$ cat config.mk
export PLATFORM = sky130hd
export DESIGN_NAME = dssr_sequencer
export DESIGN_NICKNAME = d
export VERILOG_FILES = /design/src/dssr_pkg.sv /design/src/dssr_skip_band.sv /design/src/dssr_sequencer.sv
export SDC_FILE = /design/constraint.sdc
export NUM_CORES = 1
export LEC_CHECK = 0
export BUFFER_PORTS_ARGS = -buffer_cell sky130_fd_sc_hd__buf_2
export CAP_MARGIN = 40
export CORE_ASPECT_RATIO = 1.1
export CORE_MARGIN = 2
export CORE_UTILIZATION = 45
export CTS_CLUSTER_DIAMETER = 50
export DETAILED_ROUTE_END_ITERATION = 16
export GPL_ROUTABILITY_DRIVEN = 0
export SYNTH_ARGS = -nofsm -noshare
export SYNTH_HDL_FRONTEND = slang
export SYNTH_HIERARCHICAL = 1
export SYNTH_SLANG_ARGS = --single-unit
$ cat constraint.sdc
create_clock -name clk_in -period 22.5 [get_ports clk_in]
set_input_delay 1.125 -clock clk_in [delete_from_list [all_inputs] [get_ports clk_in]]
set_output_delay 1.125 -clock clk_in [all_outputs]
set_load 0.1 [all_outputs]
$ cat src/dssr_pkg.sv
// Package of constants and carrier types for the drive stop and ramp sequencer
// Overview of operation
// - Decel mode: 0 standard, 1 fast
// - Standard mode: freeze decel while braking on
// - Standard mode: resume decel when braking off
// - Fast mode: decel ignores braking transistor
// - Stop mode 0 coast,1 ramp,2 ramp+inject,3 inject
// - Coast stop disables output at once
// - After coast, re-enable blocked one second
// - Ramp stop: disable one second after zero
// - Ramp+inject: one second DC injection at zero
// - Timed injection starts immediately, programmed duration
// - Control select: 0 frequency, 1 torque
// - Torque: target 120% max, clipped to limit
// - Direction from frequency sign, power flow from signs
// - Two skip frequencies, each with own band
// - Skip frequency zero disables its band
// - Skip region is plus/minus band, default 0.5
// - Ramp passes through skip regions without dwelling
// - Analogue input: 0 voltage, 1 thermistor
// - Upper limit 240/480/720/960 Hz by switching frequency
package dssr_pkg;
   // Frequencies are signed tenths of a hertz
   localparam int FREQ_W = 16;
   localparam logic [0:0] DECEL_STANDARD     = 1'h0;
   localparam logic [0:0] DECEL_FAST         = 1'h1;
   localparam logic [1:0] STOP_COAST         = 2'h0;
   localparam logic [1:0] STOP_RAMP          = 2'h1;
   localparam logic [1:0] STOP_RAMP_INJECT   = 2'h2;
   localparam logic [1:0] STOP_TIMED_INJECT  = 2'h3;
   localparam logic [0:0] CTRL_FREQUENCY     = 1'h0;
   localparam logic [0:0] CTRL_TORQUE        = 1'h1;
   localparam logic [0:0] AIN_VOLTAGE        = 1'h0;
   localparam logic [0:0] AIN_THERMISTOR     = 1'h1;
   // Reset values of the settings
   localparam logic [0:0] DECEL_MODE_RESET   = DECEL_STANDARD;
   localparam logic [1:0] STOP_MODE_RESET    = STOP_RAMP;
   localparam logic [0:0] CTRL_SEL_RESET     = CTRL_FREQUENCY;
   localparam logic [0:0] AIN_MODE_RESET     = AIN_VOLTAGE;
   localparam logic [FREQ_W-1:0] SKIP_FREQ_RESET = 16'h0000;
   localparam logic [FREQ_W-1:0] SKIP_BAND_RESET = 16'h0005; // 0.5 Hz
   // Upper limit frequency per switching frequency code, in tenths of Hz
   localparam logic [FREQ_W-1:0] UPPER_LIMIT_3K  = 16'h0960;  // 240.0 Hz
   localparam logic [FREQ_W-1:0] UPPER_LIMIT_6K  = 16'h12c0;  // 480.0 Hz
   localparam logic [FREQ_W-1:0] UPPER_LIMIT_9K  = 16'h1c20;  // 720.0 Hz
   localparam logic [FREQ_W-1:0] UPPER_LIMIT_12K = 16'h2580;  // 960.0 Hz
   // Timing
   localparam int CLK_HZ     = 10_000_000;
   localparam int HOLD_MS    = 1000;
   localparam int HOLD_TICKS = (CLK_HZ / 1000) * HOLD_MS;
   // Sequencer states
   typedef enum logic [5:0] {
      DSSR_IDLE   = 6'b000001,
      DSSR_RUN    = 6'b000010,
      DSSR_DECEL  = 6'b000100,
      DSSR_ZHOLD  = 6'b001000,
      DSSR_INJECT = 6'b010000,
      DSSR_LOCK   = 6'b100000
   } dssr_state_t;
   // Settings written by operator or serial side
   typedef struct packed {
      logic [0:0]        decel_ramp_mode;
      logic [1:0]        stop_sequence_mode;
      logic [0:0]        torque_control_select;
      logic [0:0]        analogue_input_mode;
      logic [1:0]        switch_freq_sel;
      logic [FREQ_W-1:0] skip_freq_1;
      logic [FREQ_W-1:0] skip_band_1;
      logic [FREQ_W-1:0] skip_freq_2;
      logic [FREQ_W-1:0] skip_band_2;
   } dssr_cfg_t;
   // Outputs toward the output stage
   typedef struct packed {
      logic                     output_enable;
      logic                     dc_inject;
      logic                     ramp_frozen;
      logic                     reverse;
      logic                     regenerating;
      logic                     thermistor_input_mode;
      logic                     stop_busy;
      logic signed [FREQ_W-1:0] freq;
   } dssr_out_t;
endpackage : dssr_pkg

$ cat src/dssr_skip_band.sv
// One skip band: membership test and nearer-boundary hold value
`timescale 1ns/1ps
`default_nettype none
module dssr_skip_band
   import dssr_pkg::*;
#(
   parameter int W = FREQ_W
) (
   input  wire logic [W-1:0] mag_in,
   input  wire logic [W-1:0] skip_in,
   input  wire logic [W-1:0] band_in,
   output logic              inside_out,
   output logic [W-1:0]      edge_out
);
   logic [W:0] low;
   logic [W:0] high;
   // Widened by one bit so a band near full scale cannot wrap; a band reaching below zero clamps low to zero
   always_comb begin
      low  = {1'b0, skip_in} - {1'b0, band_in};
      high = {1'b0, skip_in} + {1'b0, band_in};
      if (band_in > skip_in) begin
         low = '0;
      end
      inside_out = (skip_in != '0) && ({1'b0, mag_in} > low) && ({1'b0, mag_in} < high);
      // Pick the boundary nearer the setpoint
      if (({1'b0, mag_in} - low) <= (high - {1'b0, mag_in})) begin
         edge_out = low[W-1:0];
      end else begin
         edge_out = high[W-1:0];
      end
   end
endmodule : dssr_skip_band
`default_nettype wire

$ cat src/dssr_sequencer.sv
// Stop sequence, deceleration, skip bands and torque direction control
`timescale 1ns/1ps
`default_nettype none
module dssr_sequencer
   import dssr_pkg::*;
#(
   parameter int HOLD_CYCLES = HOLD_TICKS,
   parameter int RATE_DIV    = 1000
) (
   input  wire logic                     clk_in,
   input  wire logic                     rst_b_in,
   input  wire dssr_cfg_t                cfg_in,
   input  wire logic                     cfg_we_in,
   input  wire logic                     run_in,
   input  wire logic signed [FREQ_W-1:0] freq_ref_in,
   input  wire logic [FREQ_W-1:0]        max_freq_in,
   input  wire logic [FREQ_W-1:0]        accel_step_in,
   input  wire logic [FREQ_W-1:0]        decel_step_in,
   input  wire logic [31:0]              inject_cycles_in,
   input  wire logic                     brake_on_in,
   input  wire logic                     current_limit_in,
   input  wire logic                     torque_demand_high_in,
   input  wire logic                     torque_negative_in,
   output dssr_cfg_t                     cfg_out,
   output dssr_out_t                     drive_out,
   output logic                          pi_active_out
);
   // All state of the module in one record
   typedef struct packed {
      dssr_cfg_t                cfg;
      dssr_state_t              st;
      logic [31:0]              timer;
      logic [31:0]              rate_cnt;
      logic signed [FREQ_W-1:0] freq;
      dssr_out_t                outp;
      logic                     pi_active;
   } dssr_regs_t;

   dssr_regs_t state_reg;
   dssr_regs_t state_next;

   logic [FREQ_W-1:0]        upper_limit_frequency;
   logic [FREQ_W-1:0]        mag_ref;
   logic [FREQ_W-1:0]        target_mag;
   logic [FREQ_W+2:0]        torque_lim;
   logic signed [FREQ_W-1:0] target;
   logic                     in1;
   logic                     in2;
   logic [FREQ_W-1:0]        edge1;
   logic [FREQ_W-1:0]        edge2;
   logic [FREQ_W-1:0]        abs_freq;
   logic                     rate_tick;
   logic                     freeze;

   // Upper limit frequency follows the switching frequency code
   always_comb begin
      unique case (state_reg.cfg.switch_freq_sel)
         2'h0: upper_limit_frequency = UPPER_LIMIT_3K;
         2'h1: upper_limit_frequency = UPPER_LIMIT_6K;
         2'h2: upper_limit_frequency = UPPER_LIMIT_9K;
         2'h3: upper_limit_frequency = UPPER_LIMIT_12K;
      endcase
   end

   // Setpoint magnitude tested against both skip bands
   assign mag_ref  = freq_ref_in[FREQ_W-1] ? FREQ_W'(-freq_ref_in) : freq_ref_in;
   assign abs_freq = state_reg.freq[FREQ_W-1] ? FREQ_W'(-state_reg.freq) : state_reg.freq;

   // Two identical bands share one module
   dssr_skip_band #(.W(FREQ_W)) u_band1 (
      .mag_in     (mag_ref),
      .skip_in    (state_reg.cfg.skip_freq_1),
      .band_in    (state_reg.cfg.skip_band_1),
      .inside_out (in1),
      .edge_out   (edge1)
   );
   dssr_skip_band #(.W(FREQ_W)) u_band2 (
      .mag_in     (mag_ref),
      .skip_in    (state_reg.cfg.skip_freq_2),
      .band_in    (state_reg.cfg.skip_band_2),
      .inside_out (in2),
      .edge_out   (edge2)
   );

   // Target magnitude: torque mode runs up toward 120% of max, skip bands move the steady point
   always_comb begin
      torque_lim = (FREQ_W+3)'(max_freq_in) + (FREQ_W+3)'(max_freq_in / 16'h0005);
      if (torque_lim > (FREQ_W+3)'(upper_limit_frequency)) begin
         torque_lim = (FREQ_W+3)'(upper_limit_frequency);
      end
      if (state_reg.cfg.torque_control_select == CTRL_TORQUE) begin
         target_mag = torque_demand_high_in ? torque_lim[FREQ_W-1:0] : abs_freq;
      end else if (in1) begin
         target_mag = edge1;
      end else if (in2) begin
         target_mag = edge2;
      end else begin
         target_mag = mag_ref;
      end
      if (target_mag > upper_limit_frequency) begin
         target_mag = upper_limit_frequency;
      end
      target = freq_ref_in[FREQ_W-1] ? FREQ_W'(-target_mag) : target_mag;
      // Demand met in torque mode: hold the present frequency, its sign included
      if ((state_reg.cfg.torque_control_select == CTRL_TORQUE) && !torque_demand_high_in) begin
         target = state_reg.freq;
      end
   end

   assign rate_tick = (state_reg.rate_cnt == 32'(RATE_DIV - 1));
   // Standard mode holds the decel while the brake transistor conducts; fast mode never does
   assign freeze = (state_reg.cfg.decel_ramp_mode == DECEL_STANDARD) && brake_on_in;

   always_comb begin
      state_next = state_reg;
      if (cfg_we_in) begin
         state_next.cfg = cfg_in;
      end
      state_next.rate_cnt = rate_tick ? 32'h0 : state_reg.rate_cnt + 32'h1;
      state_next.outp.ramp_frozen = 1'b0;

      unique case (state_reg.st)
         DSSR_IDLE: begin
            state_next.freq = '0;
            if (run_in) begin
               state_next.st = DSSR_RUN;
            end
         end
         DSSR_RUN: begin
            // Ramp toward target; crossing a band just keeps ramping
            if (rate_tick) begin
               if (state_reg.freq < target) begin
                  state_next.freq = ((target - state_reg.freq) > $signed(accel_step_in))
                     ? FREQ_W'(state_reg.freq + $signed(accel_step_in)) : target;
               end else if (state_reg.freq > target) begin
                  if (freeze) begin
                     state_next.outp.ramp_frozen = 1'b1;
                  end else begin
                     state_next.freq = ((state_reg.freq - target) > $signed(decel_step_in))
                        ? FREQ_W'(state_reg.freq - $signed(decel_step_in)) : target;
                  end
               end
            end else begin
               state_next.outp.ramp_frozen = freeze && (state_reg.freq != target);
            end
            if (!run_in) begin
               unique case (state_reg.cfg.stop_sequence_mode)
                  STOP_COAST: begin
                     state_next.st    = DSSR_LOCK;
                     state_next.freq  = '0;
                     state_next.timer = 32'(HOLD_CYCLES);
                  end
                  STOP_TIMED_INJECT: begin
                     state_next.st    = DSSR_INJECT;
                     state_next.freq  = '0;
                     state_next.timer = inject_cycles_in;
                  end
                  default: begin
                     state_next.st = DSSR_DECEL;
                  end
               endcase
            end
         end
         DSSR_DECEL: begin
            // Run requests are ignored until the stop completes
            if (freeze) begin
               state_next.outp.ramp_frozen = 1'b1;
            end else if (rate_tick) begin
               if (abs_freq > decel_step_in) begin
                  state_next.freq = state_reg.freq[FREQ_W-1]
                     ? FREQ_W'(state_reg.freq + $signed(decel_step_in))
                     : FREQ_W'(state_reg.freq - $signed(decel_step_in));
               end else begin
                  state_next.freq  = '0;
                  state_next.timer = 32'(HOLD_CYCLES);
                  state_next.st = (state_reg.cfg.stop_sequence_mode == STOP_RAMP_INJECT)
                     ? DSSR_INJECT : DSSR_ZHOLD;
               end
            end
         end
         DSSR_ZHOLD: begin
            // Output held at zero for one second before it is released
            if (state_reg.timer <= 32'h1) begin
               state_next.st = DSSR_IDLE;
            end else begin
               state_next.timer = state_reg.timer - 32'h1;
            end
         end
         DSSR_INJECT: begin
            if (state_reg.timer <= 32'h1) begin
               state_next.st = DSSR_IDLE;
            end else begin
               state_next.timer = state_reg.timer - 32'h1;
            end
         end
         DSSR_LOCK: begin
            // Coast lockout: restart blocked until the full second has run
            if (state_reg.timer <= 32'h1) begin
               state_next.st = DSSR_IDLE;
            end else begin
               state_next.timer = state_reg.timer - 32'h1;
            end
         end
      endcase

      // Registered outputs follow the next state
      state_next.outp.freq          = state_next.freq;
      state_next.outp.output_enable = (state_next.st == DSSR_RUN) || (state_next.st == DSSR_DECEL)
                                    || (state_next.st == DSSR_ZHOLD)
                                    || (state_next.st == DSSR_INJECT);
      state_next.outp.dc_inject     = (state_next.st == DSSR_INJECT);
      state_next.outp.stop_busy     = (state_next.st == DSSR_DECEL) || (state_next.st == DSSR_ZHOLD)
                                    || (state_next.st == DSSR_INJECT)
                                    || (state_next.st == DSSR_LOCK);
      state_next.outp.reverse       = state_next.freq[FREQ_W-1];
      state_next.outp.regenerating  = (state_next.freq != '0)
                                    && (torque_negative_in != state_next.freq[FREQ_W-1]);
      state_next.outp.thermistor_input_mode =
         (state_next.cfg.analogue_input_mode == AIN_THERMISTOR);
      // Current loop always regulates in torque mode, else only once in limit
      state_next.pi_active = (state_next.cfg.torque_control_select == CTRL_TORQUE)
                           || current_limit_in;
   end

   // Single register bank for the whole state record
   always_ff @(posedge clk_in or negedge rst_b_in) begin
      if (!rst_b_in) begin
         state_reg                           <= '0;
         state_reg.st                        <= DSSR_IDLE;
         state_reg.cfg.decel_ramp_mode       <= DECEL_MODE_RESET;
         state_reg.cfg.stop_sequence_mode    <= STOP_MODE_RESET;
         state_reg.cfg.torque_control_select <= CTRL_SEL_RESET;
         state_reg.cfg.analogue_input_mode   <= AIN_MODE_RESET;
         state_reg.cfg.skip_freq_1           <= SKIP_FREQ_RESET;
         state_reg.cfg.skip_freq_2           <= SKIP_FREQ_RESET;
         state_reg.cfg.skip_band_1           <= SKIP_BAND_RESET;
         state_reg.cfg.skip_band_2           <= SKIP_BAND_RESET;
      end else begin
         state_reg <= state_next;
      end
   end

   assign cfg_out       = state_reg.cfg;
   assign drive_out     = state_reg.outp;
   assign pi_active_out = state_reg.pi_active;
endmodule : dssr_sequencer
`default_nettype wire

; ---- After elaboration in Yosys (flattened, before gate mapping)
; Index checks and enable logic that the tools add are counted.
[totals]
reg_bits = 164
out_inout_bits = 95
[classes]
addsub = 19
div = 1
order_cmp = 16
eq_ne = 25
mux = 47
n_bitwise = 1
n_reduce_logical = 25
[ops]
columns = op, n
row1 = $mux 16, 24
row2 = $mux 38, 4
row3 = $gt 16x16->1, 7
row4 = $pmux 32 s3, 1
row5 = $mux 68, 1
row6 = $mux 32, 2
row7 = $pmux 16 s4, 1
row8 = $pmux 32 s2, 1
row9 = $neg 16->16, 3
row10 = $pmux 16 s3, 1
row11 = $reduce_bool 16->1, 3
row12 = $sub 16x16->16, 3
row13 = $add 16x16->17, 2
row14 = $gt 16x17->1, 2
row15 = $le 17x17->1, 2
row16 = $lt 16x17->1, 2
row17 = $mux 17, 2
row18 = $sub 16x16->17, 2
row19 = $sub 16x17->17, 2
row20 = $sub 17x16->17, 2
row21 = $add 16x16->16, 2
row22 = $add 32x1->32 const B, 1
row23 = $eq 32x10->1 const B, 1
row24 = $le 32x1->1 const B, 1
row25 = 32 further kinds, 62

; ---- Longest topological paths before layout
; Gate-level depths: netlist of run 1.
[depth]
ltp_word = 25
depth_mapped = 104
depth_no_buf = 95

; ---- Modules after synthesis
; The synthesis of run 1 kept the hierarchy.
[by_module_without_submodules]
columns = module, n_inst, cells_each, area_per_inst_um2, seq_area_each_um2
row1 = dssr_sequencer, 1, 2361, 18687.9, 4086.4
row2 = dssr_skip_band at u_band1, 1, 585, 4105.2, 0.0
row3 = dssr_skip_band at u_band2, 1, 552, 3977.6, 0.0

; ---- Least setup slack after synthesis of run 1
; OpenSTA, ideal clock, no wires.
[synth_timing]
path_type = input-to-reg
from = input port max_freq_in[15]
to = register state_reg, in the netlist drive_out[18]
arrival_time_ns = 20.072
path_slack_ns = 2.285
stages = 98
n_path_buf = 7
cell_sequence = buf_6 nor2b_1 buf_2 a221o_1 or2_1 a21o_1 nand4_4 or4b_1 and2_1 buf_6 clkinv_8 mux2i_4 nor2_1 a311oi_4 nor4b_1 nor4_4 nand2_1 inv_2 (+62 left out) a21o_1 a221oi_1 xnor2_1 ha_1 inv_1 a2111oi_0 nand3_1 o21a_1 clkbuf_1 nor2_1 nor2_1 a211oi_1 o21ai_0 a211oi_1 or4b_1 nor4_1 nor4b_1 a41oi_1
[synth_lines]
columns = element, line_no
row1 = "start, declared", dssr_sequencer.sv:16  ; input wire logic [FREQ_W-1:0] max_freq_in,
row2 = "end signal, assigned", dssr_sequencer.sv:239  ; state_reg <= state_next;
row3 = "end, declared", dssr_sequencer.sv:39  ; dssr_regs_t state_reg;

==> results of run 1 <==
==> stage by stage <==
| stage | utilization (%) | setup WS [ns] | cells |
|---|---|---|---|
| after floorplan | - | 2.285 | 3498 |
| after global routing | 49.21 | 0.06940 | 4376 |
| after global placement | 47.82 | 0.9348 | 4330 |
| final | 49.21 | 1.756 | 4377 |
| after detailed placement | 48.05 | 0.5604 | 4340 |
| after CTS | 49.10 | 0.9681 | 4372 |
==> cell families after synthesis <==
logic type               count (synthesis)  share of synthesized area [%]
AO/OA/AOI/OAI                         1038                          25.94
buffers and inverters                  532                          9.240
adder cells (fa/ha/maj)                350                          16.74
multiplexers                           114                          4.683
XOR/XNOR                               245                          8.044
AND/OR/NAND/NOR                       1056                          20.09
flip-flops                             163                          15.26
==> power groups by stage <==
stage	sequential, mW	clock, mW	combinational, mW
finish	0.386	0.317	2.86
global route	0.393	0.335	3.15
CTS	0.385	0.327	2.81
detailed placement	0.390	0	2.80
global placement	0.390	0	2.79
floorplan	0.370	0	2.16
==> synth_stat cells (40+ instances only) <==
master,number
ha_1,335
inv_1,290
nor2_1,268
a21oi_1,254
nand2_1,240
o21ai_0,231
xnor2_1,172
dfrtp_1,157
clkbuf_1,106
buf_4,99
a21o_1,87
nand3_1,87
nor3_1,86
mux2_2,79
xor2_1,72
nand2b_1,59
nor2b_1,55
a31oi_1,51
o21a_1,49
nand4_1,43
o21bai_1,40
==> final cells by class <==
cell class	instances	area [um2]	area share [%]
Multi-Input combinational cell	2803	20270	70.22
Sequential cell	163	4086	14.16
Timing Repair Buffer	322	1822	6.312
Inverter	296	1124	3.893
Tap cell	760	950.9	3.295
Antenna cell	1	2.502	0.008670
Clock buffer	18	429.2	1.487
Clock inverter	14	181.4	0.6286
==> what timing repair did <==
action,4_1_cts,5_1_grt
endpoints found under the setup margin,0,1
resized for setup,0,12
setup buffers,0,4
==> routing by layer <==
| metal | up-vias | part of all wire, % | GRT usage [%] |
|---|---|---|---|
| li1 | 12757 | - | - |
| met3 | 140 | 6.9 | 4.458 |
| met4 | 0 | 2.6 | 9.318 |
| met1 | 12382 | 45 | 39.17 |
| met5 | - | 0 | 0 |
| met2 | 941 | 45 | 45.86 |
==> worst max-delay path: cells and delay by family <==
family / cells / cell delay [ns]
fa+ha+maj: 9 / 2.89
simple gates: 25 / 5.00
buf+inv: 9 / 1.50
xor+xnor: 3 / 0.42
mux: 1 / 0.34
compound gates: 49 / 9.77
==> path summary, 6_finish.rpt <==
check,cells after the start,to,startpoint,slack (ns)
max,96,drive_out[18]$_DFF_PN0_,max_freq_in[14],1.76
min,1,state_reg[71]$_DFF_PN0_,state_reg[71]$_DFF_PN0_,0.47
max reg2reg,78,drive_out[18]$_DFF_PN0_,cfg_out[2]$_DFFE_PN1P_,4.94
min reg2reg,1,state_reg[71]$_DFF_PN0_,state_reg[71]$_DFF_PN0_,0.47
max in group asynchronous,4,drive_out[8]$_DFF_PN0_,rst_b_in,20.27
min in group asynchronous,1,cfg_out[15]$_DFFE_PN0P_,rst_b_in,0.56
==> flow_summary.toml, run 1 <==
[critical_path]
critPathMostFrequentCell = "o21a_1"
cp.required_ns = 22.85
critical_path_class = "input pin to flip-flop"
end_kind = "flip-flop"
start_kind = "input pin"
slowest_delay_ns = 0.53
worstPathArrival_ns = 21.09
path_max_fanout = 26
cpMaxStageDelayCell = "or4b_1"

[logic_synthesis]
postSynthAreaPerCell_um2 = 7.653
ys_warn_count = 6
synth_cell_type_count = 121
async_flop_share_pct = 100.0
syn-num-nets = 4022
synthCells = 3498
synth_seq_area_share_pct = 15.26
synth_top_area_share_pct = 15.66
synthFlopType = "dfrtp_1"
ys_ff_latch = 163
synth.largest_area_cell = "ha_1"
syn_area_um2 = 26770
synth_area_leaders = "ha_1 (16%), dfrtp_1 (15%), xnor2_1 (5.6%)"
synth_edf_count = 0

[floorplan]
dieArea_um2 = 61460
die_y_um = 259.8
die_w_um = 236.6
rows = 93
coreArea_um2 = 58650
start_util_pct = 45.65
ioPinCount = 270

[cts]
hold_buffers = 0
cts_tree = "done"
clock-root-buffer = "clkbuf_16"
cts_buffers = 17
clock_latency_ns = 0.50
clock_path_buffers = 2
clock-sinks = 163
cts.clk_slew.worst_paths_ns = 0.07
htree_levels = 4

[global_route]
grt_pass1_vias = 25115
grt_pass1_wl_um = 139700
grt_overflow_total = 0
antenna_found_initial = 1
grt_max_degree = 70
grtUsageTotal_pct = 28.56

[power_and_ir_drop]
p_clk_share_pct = 8.9
seqPwrFrac_pct = 10.9
leakagePower_nw = 13.38
pwr-share-comb_pct = 80.2
intPower_mw = 1.590
p_sw_mw = 1.969
totalPowerFinal_mw = 3.560
p_per_area_nw_per_um2 = 123.3
vdd_drop_max_uv = 73.92
switching_share_pct = 55.33

[final_layout]
final_cell_mix = "ha_1 (335), inv_1 (290), nor2_1 (267)"
finish.net_count = 4127
area_delta_synth_final_pct = 7.815
final_common_cell = "ha_1"
drive_gt1_share_pct = 14.49
fin_area_um2 = 28860
fillers = 5965

[placement]
place_area_um2 = 28180
port_buffers = 269
hpwl_um = 71400

[timing]
tightest_slew_ns = 0.8960
fin_skew_ns = 0.01936
hold_viol = 0
post-route-period-util_pct = 92.20
fin_hold_ws_ns = 0.4712
period_needed_ns = 20.74
slew_viol_final = 0
rsz0062_at_grt = "no"
relSlewSlack_pct = 39.63
fmax_ghz = 0.04821
setup_viol_count_final = 0
setup_tns_ns = 0

[routing]
wl_per_cell_um = 20.27
remaining_drc_errors = 0
drt_first_pass_iters = 6
vias = 26220
drt-total-wl_um = 88710
viasPerCell = 5.990
drtAntennaViolNets = 0
drt_iter0_drc = 2118

[run_status]
status = "completed"

[run]
drv_cap = 0

[worst_hold_path]
worstHoldPathType = "flip-flop to flip-flop"
No activity file was read; power rests on OpenSTA's default activity.
==> run 2: changes to the inputs <==
--- a/config.mk
+++ b/config.mk
@@ -5,10 +5,10 @@
 export SDC_FILE = /design/constraint.sdc
 export NUM_CORES = 1
 export LEC_CHECK = 0
+export ABC_AREA = 1
 export BUFFER_PORTS_ARGS = -buffer_cell sky130_fd_sc_hd__buf_2
 export CAP_MARGIN = 40
 export CORE_ASPECT_RATIO = 1.1
-export CORE_MARGIN = 2
 export CORE_UTILIZATION = 45
 export CTS_CLUSTER_DIAMETER = 50
 export DETAILED_ROUTE_END_ITERATION = 16
==> run 2 against run 1 <==
  * Combinational power grew 20%
  * Clock skew shrank 0.0030 ns
  * Clock power grew 4%
  * Critical path type unchanged
  * First-iteration DRC count grew 7.4%
  * Total power grew 17%
  * Global-route usage grew 0.18 points
  * Fmax grew 22%
  * Setup slack gained 3.7 ns
  * Non-clock buffer count shrank 30
  * Hold slack gained 0.014 ns
==> flow_summary.toml, run 2 <==
[final_layout]
final_common_cell = "nand2_1"
finish.net_count = 4973
final_cell_mix = "nand2_1 (1,063), inv_1 (661), nor2_1 (371)"
drive_gt1_share_pct = 11.81
area_delta_synth_final_pct = 7.321

[global_route]
antenna_found_initial = 12
grt_max_degree = 65
grtUsageTotal_pct = 28.74
grt_pass1_vias = 26207
grt_overflow_total = 0
grt_pass1_wl_um = 140200

[logic_synthesis]
synth_area_leaders = "ha_1 (15%), nand2_1 (15%), dfrtp_1 (14%)"
ys_warn_count = 6
synth_top_area_share_pct = 15.36
synth.largest_area_cell = "ha_1"
synthFlopType = "dfrtp_1"
postSynthAreaPerCell_um2 = 6.312
syn_area_um2 = 27290
synth_most_common_cell = "nand2_1"
synthCells = 4324
syn-num-nets = 4848
synth_edf_count = 0
synth_cell_type_count = 71
async_flop_share_pct = 100.0
ys_ff_latch = 163
ys_top_cells_by_count = "nand2_1 (1,063), inv_1 (661), nor2_1 (371)"
synth_seq_area_share_pct = 14.97

[cts]
hold_buffers = 0
clock-sinks = 163
clock_path_buffers = 2
cts_setup_buffers = 0
htree_levels = 4
cts-resized-gates = 0
cts_buffers = 17
cts_tree = "done"
clock_latency_ns = 0.51
clock-root-buffer = "clkbuf_16"
cts.clk_slew.worst_paths_ns = 0.07

[routing]
wl_per_cell_um = 17.01
remaining_drc_errors = 0
viasPerCell = 5.343
drt-total-wl_um = 89010
drtAntennaViolNets = 0
drt_iter0_drc = 2274
drt_first_pass_iters = 9
vias = 27952

[timing]
fin_skew_ns = 0.01637
fin_hold_ws_ns = 0.4852
tightest_slew_ns = 0.9165
slew_viol_final = 0
post-route-period-util_pct = 75.60
period_needed_ns = 17.01
setup_tns_ns = 0
hold_viol = 0
setup_slack_ns = 5.490
relSlewSlack_pct = 38.46
setup_viol_count_final = 0
fmax_ghz = 0.05879
rsz0062_at_grt = "no"

[critical_path]
worstPathArrival_ns = 17.39
reg2reg_from = "cfg_out[28]$_DFFE_PN0P_"
path_max_fanout = 18
end_kind = "flip-flop"
startpoint = "max_freq_in[14]"
slowest_delay_ns = 0.60
critical_path_class = "input pin to flip-flop"
critPathMostFrequentCell = "nand2_1"
reg2reg_depth = 77
start_kind = "input pin"
cp.required_ns = 22.88
cpMaxStageDelayCell = "clkinv_1"

[floorplan]
rows = 94
start_util_pct = 45.59
die_y_um = 260.3
die_w_um = 236.8
dieArea_um2 = 61640
coreArea_um2 = 59860
ioPinCount = 270

[placement]
pre_cts_ws_ns = 5.294
hpwl_um = 72930
port_buffers = 269

[power_and_ir_drop]
p_per_area_nw_per_um2 = 142.7
totalPowerFinal_mw = 4.180
leakagePower_nw = 16.17
vdd_drop_max_uv = 115.7

[worst_hold_path]
worstHoldPathType = "flip-flop to flip-flop"
hp-start = "state_reg[40]$_DFF_PN0_"
hold_depth = 1

[run_status]
status = "completed"

[run]
drv_cap = 0
run 2: cell count changes in the layout (fill, tap and decap cells not counted), sizes merged, moves of 75 or more:
cell	change
a21o	-75
inv	+398
nand2	+863
nand3	+175
nor2	+112
xnor2	-137
xor2	+94
run 2: power breakdown:
part	switching (mW)	internal (mW)	leakage, nW
Combinational	2.32	1.11	13.8
Clock	0.161	0.169	0.299
Sequential	0.0751	0.344	2.04
Total	2.56	1.62	16.2
run 2: layout make-up:
| type | instances | area, um2 |
|---|---|---|
| Fill cell | 6380 | 30570 |
| Multi-Input combinational cell | 3278 | 19460 |
| Sequential cell | 163 | 4086 |
| Inverter | 697 | 2616 |
| Timing Repair Buffer | 292 | 1550 |
| Tap cell | 768 | 960.9 |
| Clock buffer | 18 | 429.2 |
| Clock inverter | 13 | 183.9 |
| Antenna cell | 3 | 7.507 |
run 2: critical path: cells and delay by family:
family | cells | cell delay [ns]
and+or+nand+nor | 70 | 7.66
AOI/OAI and AO/OA | 21 | 3.54
adders and majority gates | 8 | 2.60
buffers and inverters | 15 | 1.96
xor gates and xnor gates | 2 | 0.49
run 2: per-stage QoR:
| step | cells | instance area (um2) | utilization [%] |
|---|---|---|---|
| CTS | 5229 | 29280 | 48.92 |
| global placement | 5195 | 28630 | 47.82 |
| detailed placement | 5198 | 28670 | 47.89 |
| finish | 5232 | 29290 | 48.93 |
| floorplan | 4324 | 27290 | - |
| global route | 5229 | 29280 | 48.92 |
run 2: final timing paths:
path / slack, ns / endpoint
max: 5.49 / drive_out[18]$_DFF_PN0_
min: 0.49 / state_reg[40]$_DFF_PN0_
max reg2reg: 8.09 / drive_out[18]$_DFF_PN0_
min reg2reg: 0.49 / state_reg[40]$_DFF_PN0_
max in group asynchronous: 20.86 / cfg_out[28]$_DFFE_PN0P_
min in group asynchronous: 0.56 / drive_out[3]$_DFF_PN0_
run 2: kinds of logic after synthesis:
group | count (synthesis) | synth area share, %
AND/OR/NAND/NOR | 1947 | 30.92
multiplexers | 65 | 2.682
buffers and inverters | 883 | 13.76
adder cells (fa/ha/maj) | 349 | 16.38
XOR/XNOR | 202 | 6.482
flip-flops | 163 | 14.97
AO/OA/AOI/OAI | 715 | 14.80
run 2: metal layers:
metal	share of wire, %	routed length (um)	vias to the layer above	GRT usage, %
met3	6.5	5799	134	4.136
li1	-	-	14200	-
met5	0.10	90	-	0
met2	46	41230	908	48.58
met4	2.4	2100	14	8.478
met1	45	39790	12696	37.87
